**config.mk**
```make
export PLATFORM = sky130hd
export DESIGN_NAME = ddmsp_host
export DESIGN_NICKNAME = d
export VERILOG_FILES = /design/src/include/ddmsp_pkg.sv /design/src/rtl/ddmsp_shadow.sv /design/src/rtl/ddmsp_host.sv
export SDC_FILE = /design/constraint.sdc
export NUM_CORES = 1
export LEC_CHECK = 0
export BUFFER_PORTS_ARGS = -buffer_cell sky130_fd_sc_hd__buf_2
export CAP_MARGIN = 10
export CORE_MARGIN = 5
export CORE_UTILIZATION = 45
export DETAILED_ROUTE_END_ITERATION = 10
export PLACE_DENSITY = 0.69
export SKIP_CTS_REPAIR_TIMING = 1
export SLEW_MARGIN = 20
export SYNTH_ARGS = -nofsm -noshare
export SYNTH_HDL_FRONTEND = slang
export SYNTH_SLANG_ARGS = --single-unit
```
**constraint.sdc**
```tcl
create_clock -name mclk -period 2 [get_ports mclk]
set_input_delay 0.4 -clock mclk [delete_from_list [all_inputs] [get_ports mclk]]
set_output_delay 0.4 -clock mclk [all_outputs]
set_load 0.005 [all_outputs]
```
**src/include/ddmsp_pkg.sv**
```systemverilog
// Package for the host-side controller of the dual microstep DAC port.
`default_nettype none
package ddmsp_pkg;

   // Select-line encodings for channel and register type.
   localparam logic        CH1_SEL      = 1'b0;
   localparam logic        CH2_SEL      = 1'b1;
   localparam logic        REG_DAC_SEL  = 1'b0;
   localparam logic        REG_LVL_SEL  = 1'b1;

   // Field layout of the data byte.
   localparam int          DATA_W       = 8;
   localparam int          DIR_BIT      = 7;
   localparam int          MAG_W        = 7;
   localparam int          LVL_W        = 3;
   localparam int          LVL_LSB      = 4;

   // Strobe timing in mclk cycles: setup with strobe low, strobe high hold, deselected gap with strobe still high.
   localparam logic [7:0]  SETUP_CYC    = 8'h04;
   localparam logic [7:0]  HOLD_CYC     = 8'h04;
   localparam logic [7:0]  GAP_CYC      = 8'h02;

   // Values shown on the pins after reset.
   localparam logic [7:0]  DATA_RST     = 8'h00;

   // One user request.
   typedef struct packed {
      logic                channel;
      logic                reg_type;
      logic [7:0]          data;
   } ddmsp_req_t;

   // Pins toward the device.
   typedef struct packed {
      logic [7:0]          data;
      logic                write_strobe;
      logic                chip_select_n;
      logic                channel_select;
      logic                register_type_select;
      logic                device_reset;
   } ddmsp_pins_t;

   typedef enum logic [1:0] {
      ST_IDLE  = 2'b00,
      ST_SETUP = 2'b01,
      ST_HOLD  = 2'b10,
      ST_GAP   = 2'b11
   } ddmsp_state_t;

endpackage
`default_nettype wire

```
**src/rtl/ddmsp_shadow.sv**
```systemverilog
// Shadow copy of what the device holds, used to predict its outputs.
`timescale 1ns/10ps
`default_nettype none
module ddmsp_shadow (
   input  wire logic                 mclk,
   input  wire logic                 reset_n,
   input  wire logic                 clear,
   input  wire logic                 commit,
   input  wire ddmsp_pkg::ddmsp_req_t req,
   output logic [13:0]               mag_pair,
   output logic [1:0]                dir_pair,
   output logic [1:0]                fast_decay_n_pair
);
   logic [6:0] mag_ff   [2];
   logic [2:0] lvl_ff   [2];
   logic [1:0] dir_ff;
   logic [1:0] fdn_ff;

   genvar g;
   generate
      for (g = 0; g < 2; g++) begin : g_ch
         wire hit     = commit && (req.channel == 1'(g));
         wire dac_wr  = hit && (req.reg_type == ddmsp_pkg::REG_DAC_SEL);
         wire lvl_wr  = hit && (req.reg_type == ddmsp_pkg::REG_LVL_SEL);
         wire [6:0] new_mag = req.data[6:0];
         wire [2:0] new_lvl = req.data[6:4];
         // Fast decay only if new value is below both old value and level.
         wire fast = (new_mag < mag_ff[g]) && (new_mag[6:4] < lvl_ff[g]);

         // Clear on reset; a device clear mirrors power-on state.
         always_ff @(posedge mclk or negedge reset_n) begin
            if (!reset_n) begin
               mag_ff[g] <= 7'h00;
               lvl_ff[g] <= 3'h0;
               dir_ff[g] <= 1'b0;
               fdn_ff[g] <= 1'b0;
            end else if (clear) begin
               mag_ff[g] <= 7'h00;
               lvl_ff[g] <= 3'h0;
               dir_ff[g] <= 1'b0;
               fdn_ff[g] <= 1'b0;
            end else if (dac_wr) begin
               mag_ff[g] <= new_mag;
               dir_ff[g] <= req.data[ddmsp_pkg::DIR_BIT];
               fdn_ff[g] <= ~fast;
            end else if (lvl_wr) begin
               lvl_ff[g] <= new_lvl;
            end
         end
         assign mag_pair[g*7 +: 7]   = mag_ff[g];
         assign dir_pair[g]          = dir_ff[g];
         assign fast_decay_n_pair[g] = fdn_ff[g];
      end
   endgenerate
endmodule // ddmsp_shadow
`default_nettype wire

```
**src/rtl/ddmsp_host.sv**
```systemverilog
// Host controller that writes the dual microstep DAC over its parallel port.
`timescale 1ns/10ps
`default_nettype none
////////////////////////////////////////////////////////////////////////////////
// Contract
// Device latches data on rising write strobe; host raises strobe with data stable.
// Channel select low targets channel 1, high targets channel 2.
// Register type select low writes DAC data, high writes decay level.
// Chip select low held around the strobe rising edge.
// Direction output follows written data bit 7 without inversion.
// High device reset clears all device registers; pulled low when unused.
// Decay output low means fast decay, high means slow decay.
// Fast decay when new magnitude below old value and below level.
// Decay output re-evaluated on every DAC data write.
// Decay level offers eight selectable thresholds.
// DAC data holds a 7-bit magnitude separate from sign.
// Direction outputs reverse winding current through the driver.
// Port is eight data bits, strobe, chip select, two address lines.
// Each channel has DAC and level registers, comparator, flip-flop, converter.
// Three-bit level compared against top three magnitude bits.
// Power-on clears all device flip-flops, outputs start low.
// Level write leaves DAC data, direction and decay unchanged.
// Strobe edge with chip select high changes nothing.
module ddmsp_host (
   input  wire logic                  mclk,
   input  wire logic                  reset_n,
   input  wire logic                  req_valid,
   output logic                       req_ready,
   input  wire ddmsp_pkg::ddmsp_req_t req,
   input  wire logic                  clear_req,
   output logic                       done,
   output ddmsp_pkg::ddmsp_pins_t     pins,
   output logic [13:0]                pred_mag,
   output logic [1:0]                 pred_dir,
   output logic [1:0]                 pred_fast_decay_n
);
   ddmsp_pkg::ddmsp_state_t state_ff, nxt_state;
   ddmsp_pkg::ddmsp_req_t   req_ff;
   ddmsp_pkg::ddmsp_pins_t  pins_ff, nxt_pins;
   logic [7:0]              cnt_ff;
   logic                    done_ff;
   logic                    clr_ff;

   ////////////////////////////////////////////////////////////////////////////
   // Decode of state and counter.
   wire idle_st  = (state_ff == ddmsp_pkg::ST_IDLE);
   wire cnt_zero = (cnt_ff == 8'h00);
   wire accept   = idle_st && req_valid && !clear_req;
   wire clr_go   = idle_st && clear_req;
   wire rise     = (state_ff == ddmsp_pkg::ST_SETUP) && cnt_zero;  // Strobe rises next, except during a clear.
   wire commit   = (state_ff == ddmsp_pkg::ST_HOLD) && cnt_zero;
   assign req_ready = idle_st && !clear_req;
   assign done      = done_ff;
   assign pins      = pins_ff;

   // Next state: setup with strobe low, then strobe high, then a gap.
   always_comb begin
      nxt_state = state_ff;
      case (state_ff)
         ddmsp_pkg::ST_IDLE:  if (accept || clr_go) nxt_state = ddmsp_pkg::ST_SETUP;
         ddmsp_pkg::ST_SETUP: if (cnt_zero) nxt_state = ddmsp_pkg::ST_HOLD;
         ddmsp_pkg::ST_HOLD:  if (cnt_zero) nxt_state = ddmsp_pkg::ST_GAP;
         ddmsp_pkg::ST_GAP:   if (cnt_zero) nxt_state = ddmsp_pkg::ST_IDLE;
         default:             nxt_state = ddmsp_pkg::ST_IDLE;
      endcase
   end

   // Pin values: address and data set a full setup before the strobe edge.
   always_comb begin
      nxt_pins = pins_ff;
      if (accept) begin
         nxt_pins.data                 = req.data;
         nxt_pins.channel_select       = req.channel;
         nxt_pins.register_type_select = req.reg_type;
         nxt_pins.chip_select_n        = 1'b0;
         nxt_pins.write_strobe         = 1'b0;
      end else if (clr_go) begin
         nxt_pins.device_reset         = 1'b1;
      end else if (rise && !clr_ff) begin
         nxt_pins.write_strobe         = 1'b1;
      end else if (commit) begin
         // Chip select released with strobe still high, so only the strobe's falling edge lands deselected.
         nxt_pins.chip_select_n        = 1'b1;
         nxt_pins.device_reset         = 1'b0;
      end else if (state_ff == ddmsp_pkg::ST_GAP && cnt_zero) begin
         nxt_pins.write_strobe         = 1'b0;
      end
   end

   wire [7:0] nxt_cnt = (accept || clr_go) ? ddmsp_pkg::SETUP_CYC - 8'h01 :
                        rise               ? ddmsp_pkg::HOLD_CYC - 8'h01 :
                        commit             ? ddmsp_pkg::GAP_CYC - 8'h01 :
                        cnt_zero           ? 8'h00 : cnt_ff - 8'h01;

   // State registers.
   always_ff @(posedge mclk or negedge reset_n) begin
      if (!reset_n) begin
         state_ff <= ddmsp_pkg::ST_IDLE;
         cnt_ff   <= 8'h00;
         done_ff  <= 1'b0;
         clr_ff   <= 1'b0;
         req_ff   <= '0;
      end else begin
         state_ff <= nxt_state;
         cnt_ff   <= nxt_cnt;
         done_ff  <= commit;
         if (accept) req_ff <= req;
         if (accept || clr_go) clr_ff <= clr_go;
      end
   end

   // Pin registers; strobe idles low and chip select idles high.
   always_ff @(posedge mclk or negedge reset_n) begin
      if (!reset_n) begin
         pins_ff.data                 <= ddmsp_pkg::DATA_RST;
         pins_ff.write_strobe         <= 1'b0;
         pins_ff.chip_select_n        <= 1'b1;
         pins_ff.channel_select       <= 1'b0;
         pins_ff.register_type_select <= 1'b0;
         pins_ff.device_reset         <= 1'b0;
      end else begin
         pins_ff <= nxt_pins;
      end
   end

   ////////////////////////////////////////////////////////////////////////////
   // Prediction of device outputs, updated when each write completes.
   ddmsp_shadow u_shadow (
      .mclk              (mclk),
      .reset_n           (reset_n),
      .clear             (commit && clr_ff),
      .commit            (commit && !clr_ff),
      .req               (req_ff),
      .mag_pair          (pred_mag),
      .dir_pair          (pred_dir),
      .fast_decay_n_pair (pred_fast_decay_n)
   );

   ////////////////////////////////////////////////////////////////////////////
   // Checks.
   a_cs_at_edge: assert property (@(posedge mclk) disable iff (!reset_n)
      $rose(pins.write_strobe) |-> !pins.chip_select_n)
      else $error("strobe rose with chip select high");
   a_addr_stable: assert property (@(posedge mclk) disable iff (!reset_n)
      $rose(pins.write_strobe) |-> $stable(pins.data) && $stable(pins.channel_select))
      else $error("data changed at strobe edge");
   a_cs_hold_high: assert property (@(posedge mclk) disable iff (!reset_n)
      $rose(pins.write_strobe) |-> !pins.chip_select_n [*4])
      else $error("chip select not held after strobe");
   a_chan_route: assert property (@(posedge mclk) disable iff (!reset_n)
      accept |=> pins.channel_select == $past(req.channel))
      else $error("channel select wrong");
   a_type_route: assert property (@(posedge mclk) disable iff (!reset_n)
      accept |=> pins.register_type_select == $past(req.reg_type))
      else $error("register type wrong");
   a_dir_pred: assert property (@(posedge mclk) disable iff (!reset_n)
      (commit && !clr_ff && req_ff.reg_type == ddmsp_pkg::REG_DAC_SEL) |=>
         pred_dir[req_ff.channel] == req_ff.data[7])
      else $error("direction prediction wrong");
   a_lvl_keep: assert property (@(posedge mclk) disable iff (!reset_n)
      (commit && req_ff.reg_type == ddmsp_pkg::REG_LVL_SEL && !clr_ff) |=>
         $stable(pred_fast_decay_n) && $stable(pred_mag))
      else $error("level write altered outputs");
   a_reset_clear: assert property (@(posedge mclk) disable iff (!reset_n)
      (commit && clr_ff) |=> pred_mag == 14'h0000 && pred_fast_decay_n == 2'h0)
      else $error("clear did not zero prediction");
   a_write_time: assert property (@(posedge mclk) disable iff (!reset_n)
      accept |-> ##9 done)
      else $error("write took wrong time");
   c_dac_write: cover property (@(posedge mclk) commit && !req_ff.reg_type);
   c_lvl_write: cover property (@(posedge mclk) commit && req_ff.reg_type);
   c_fast_decay: cover property (@(posedge mclk) $fell(pred_fast_decay_n[0]));
   c_clear: cover property (@(posedge mclk) commit && clr_ff);
endmodule // ddmsp_host
`default_nettype wire

```
# Yosys cells after proc, flatten, opt, wreduce, memory -nomap -nowiden
# Cells that the tools add are included.
# Widths: inputs -> output; s select.
# totals
mem_bits_ro,0
mem_count,0
elab_cells,114
ramBits,0
reg_bits,49
latch_bits,0
# classes
n_addsub,1
eq_ne,13
n_lt_le_gt_ge,4
mul,0
shift,0
muxes,37
bitwise,5
reduce_logical,36
div_mod_pow,0
# op_table
cell,count
$mux 8,4
$mux 7,4
$logic_and 1x1->1,18
$mux 3,6
$mux 1,16
$lt 7x7->1,2
$mux 2,6
$ne 2x2->1 const B,6
$reduce_bool 2->1,6
$reduce_and 3->1,3
$logic_not 8->1,1
$pmux 2 s4,1
$sub 8x1->8 const B,1
$lt 3x3->1,2
$ne 2x1->1 const B,3
$not 1->1,5
$eq 2x2->1 const B,2
$reduce_and 2->1,2
$reduce_and 4->1,1
$ne 3x2->1 const B,1
$reduce_bool 3->1,1
$eq 2x1->1 const B,1
$logic_not 1->1,2
$logic_not 2->1,1
$logic_or 1x1->1,1

# Logic depth before layout (Yosys ltp)
# logic_depth
word_depth,8
ltp_mapped,8
mapped_depth_nobuf,7

# By module
# Synthesis repeated with hierarchy kept, for this count alone.
# hier_totals
hier_cells,248
hier_area_um2,2623.8
# modules_own_cells
mod,instances,cells_each,area_each_um2
ddmsp_shadow,1,141,1398.8
ddmsp_host,1,107,1224.9

# Worst setup path after synthesis
# Ideal clock, no wire load.
# synth_timing
path_kind,reg2reg
start,register cnt_ff[0]
end,register state_ff[1]
arrival_time_ps,1747
stages_incl_launch_ff,7
path_buffers,0
t_required_ps,1872
setup_slack_ps,126
path_cell_list,dfrtp_1 -> inv_1 -> ha_1 -> or3b_2 -> o21ai_2 -> a21boi_2 -> mux2_1
# synth_between
elab_chain_len,3
# synth_lines
element,line_no,text
start: declaration,ddmsp_host.sv:40,logic [7:0] cnt_ff;
start signal: assignment,ddmsp_host.sv:105,cnt_ff <= nxt_cnt;
$logic_not 8->1 (*),ddmsp_host.sv:47,wire cnt_zero = (cnt_ff == 8'h00);
$ne 2x2->1 (no line),n/a,
$reduce_and 4->1 (no line) (*),n/a,
end signal: assignment,ddmsp_host.sv:98,state_ff <= ddmsp_pkg::ST_IDLE;
end signal: assignment,ddmsp_host.sv:104,state_ff <= nxt_state;
end: declaration,ddmsp_host.sv:37,"ddmsp_pkg::ddmsp_state_t state_ff, nxt_state;"
# Mark *: on every way between the ends. The rest lies on a longest branch, timed or not.
# A chain may end at the register's enable or synchronous reset.

# Worst setup path after layout
# Ends and elaborated chain as after synthesis.

==> results.py <==
metrics = {
    "grt": {
        "use_met3_pct": 2.822,
        "grt_max_degree": 28,
        "grt_antenna_before_repair": 0,
        "use_met2_pct": 25.82,
        "grt_pass1_vias": 2152,
        "grt_pass1_wl_mm": 10.09,
        "grt_overflow": 0,
        "grt_usage_pct": 16.62,
        "gr-usage-met1_pct": 24.33,
        "busiest_layer": "met2",
    },
    "synth": {
        "synth_nets": 312,
        "synth_flop_cell": "dfrtp_1",
        "yosysWarnings": 0,
        "post_synth_instance_area_sq_um": 2714,
        "postSynth.asyncResetShare_pct": 100.0,
        "ys_seq_elements": 49,
        "synth.avg_cell_area_sq_um": 9.797,
        "synth_cell_type_count": 49,
        "synth_edf_count": 0,
        "synthCells": 277,
        "yosysSeqAreaShare_pct": 45.23,
    },
    "placement": {
        "gp_congestion": 0.8113,
        "io_buffers": 46,
        "place_hpwl_mm": 4.613,
        "dpl.cell_count": 402,
    },
    "setup_path": {
        "rr_worst_depth": 6,
        "timing.rr.start": "cnt_ff[0]$_DFF_PN0_",
        "critPathArrivalTime_ns": 2.07,
        "worstSetupEndpointType": "flip-flop",
        "r2r-end": "state_ff[1]$_DFFE_PN0P_",
        "r2r_slack_ns": 0.12,
        "critical_path_required_ns": 2.19,
        "critPathMaxFanout": 5,
        "worstSetupStartpointType": "flip-flop",
        "critical_path_class": "reg2reg",
    },
    "timing": {
        "fin_setup_tns_ns": 0,
        "rsz0062_at_grt": "false",
        "whs_ns": 0.06650,
        "period_share_pct": 93.83,
        "slew_viol_final": 0,
        "relSlewSlack_pct": 64.66,
        "worst_slew_pin_slew_ns": 0.5301,
        "layout_min_cycle_time_ns": 1.877,
        "setup_viol": 0,
        "hold_viol_final": 0,
        "clock.fmax_ghz": 0.5329,
        "clock_skew_ns": 0.004800,
    },
    "drt": {
        "drtIter0Drc": 112,
        "first_pass_iters": 4,
        "wl_per_cell_um": 14.91,
        "wl_mm": 6.143,
        "drc": 0,
        "antenna_left": 0,
        "via_per_inst": 5.442,
        "vias": 2242,
    },
    "clock_tree": {
        "clockBufferDepth": 2,
        "cts_buffers": 5,
        "cts_tree": "yes",
        "clk_pin_slew_ns": 0.09,
        "insertion_delay_ns": 0.30,
        "cts_sinks": 49,
        "root_buffer": "clkbuf_8",
        "htreeDepth": 2,
    },
    "layout": {
        "stdcell_count": 412,
        "nets": 371,
        "final_core_util_pct": 54.95,
        "antenna_cells": 0,
        "drive_above_1_share_pct": 27.00,
        "area_growth_pct": 19.18,
    },
    "floorplan": {
        "num_io_pins": 47,
        "dieArea_sq_um": 7684,
        "die-height_um": 87.66,
        "die_x_um": 87.66,
        "core_area_sq_um": 5886,
        "initial_core_util_pct": 46.11,
        "rows": 28,
    },
    "status": {
        "status": "finished clean",
    },
    "power_and_ir_drop": {
        "p_leak_uw": 0.001544,
        "total_power_uw": 4738,
        "vdd_ir_drop_max_mv": 0.7916,
        "power_density_nw_per_um2": 1465,
    },
    "worst_hold_path": {
        "hold_path_class": "in2async",
    },
    "run": {
        "cap_viol_max_count": 0,
    },
}
-- cell type report --
class / count / area, sq um
clock buffer: 5 / 68.82
clock inverter: 3 / 17.52
fill: 553 / 2651
inverter: 23 / 87.58
multi-input combinational: 195 / 1363
sequential: 49 / 1229
tap: 75 / 93.84
timing repair buffer: 62 / 375.4
-- worst max-delay path by stage --
stage / from / to / slack [ns] / cells after the start
after global routing: cnt_ff[0]$_DFF_PN0_ / u_shadow.mag_pair[0]$_DFFE_PN0P_ / 0.02 / 8
final: cnt_ff[0]$_DFF_PN0_ / state_ff[1]$_DFFE_PN0P_ / 0.12 / 6
after floorplan: cnt_ff[0]$_DFF_PN0_ / state_ff[1]$_DFFE_PN0P_ / 0.13 / 6
after global placement: cnt_ff[0]$_DFF_PN0_ / state_ff[1]$_DFFE_PN0P_ / 0.12 / 6
after detailed placement: cnt_ff[0]$_DFF_PN0_ / state_ff[1]$_DFFE_PN0P_ / 0.09 / 6
after CTS: cnt_ff[0]$_DFF_PN0_ / state_ff[1]$_DFFE_PN0P_ / 0.07 / 6
-- state kept, by name, summed over array words and instances (netlist names) --
register,flops
pins,13
state_ff,2
done,1
u_shadow.lvl_ff,6
u_shadow.fast_decay_n_pair,2
cnt_ff,8
clr_ff,1
u_shadow.mag_pair,14
u_shadow.dir_pair,2
-- cells in the final DEF, fill, tap and decap left out, types with 2 or more instances in the layout --
master and instances:
dfrtp_1 47, buf_2 46, nor2_1 26, inv_1 22
nand2_1 20, ha_1 20, o21ai_0 18, buf_4 14
a31oi_1 13, mux2_2 10, o22ai_1 9, a21oi_1 7
nand2b_1 7, a211oi_1 6, clkbuf_8 5, nor3b_1 4
nand3_1 4, xnor2_1 4, nor2b_1 4, and2_1 4
o31ai_1 4, clkinv_2 3, nor3_1 3, xor2_1 2
a22o_1 2, nand4_1 2, a211o_1 2, a2bb2oi_1 2
nand3b_1 2, buf_12 2
-- per-layer routing --
layer	part of all wire, %	routed length, um	vias up
li1	-	-	1111
met1	47	2917	1077
met2	47	2892	49
met3	4.5	277	5
met4	0.91	56	0
met5	0	0	-
-- power by group --
part	switching, uW	total, uW	internal [uW]
sequential	458	1790	1330
combinational	1170	2380	1200
clock	335	577	242
-- metrics by stage --
step / instance area, sq um / worst slack [ns]
floorplan: 2714 / 0.1257
global placement: 3119 / 0.1189
detailed placement: 3119 / 0.08664
CTS: 3206 / 0.06798
global route: 3234 / 0.01817
finish: 3234 / 0.1234
-- cells in the mapped netlist, drive strengths merged, types with 2 or more instances --
master / n / area (sq um)
nand3: 4 / 20.02
a21oi: 7 / 35.03
a2bb2oi: 2 / 17.52
inv: 22 / 82.58
nor3: 3 / 15.01
nand4: 2 / 12.51
o31ai: 4 / 30.03
a211o: 2 / 17.52
a211oi: 6 / 45.04
nor2: 26 / 97.59
buf: 4 / 26.27
ha: 21 / 262.8
a31oi: 13 / 81.33
o311ai: 2 / 17.52
and2: 4 / 25.02
clkbuf: 6 / 22.52
nor4: 2 / 18.77
mux2: 11 / 123.9
dfrtp: 48 / 1201
xor2: 2 / 17.52
xnor2: 4 / 35.03
o21ai: 19 / 98.85
nand3b: 2 / 15.01
a22o: 2 / 17.52
nand2: 20 / 75.07
nor2b: 4 / 25.02
nor3b: 4 / 30.03
nand2b: 7 / 43.79
o22ai: 9 / 56.30
-- worst max-delay path, stage by stage (launching register included) --
cell      delay, ns
dfrtp_2        0.44
inv_1          0.07
ha_2           0.18
or3b_4         0.39
o21ai_2        0.17
a21boi_4       0.20
mux2_1         0.32
-- kinds of logic after synthesis --
kind of cell,synth area share [%]
AOI/OAI and AO/OA,17.84
xor gates and xnor gates,1.936
adders and majority gates,9.682
buffers and inverters,5.025
DFF,45.23
muxes,4.564
and+or+nand+nor,15.72
(Power assumes the default switching activity.)
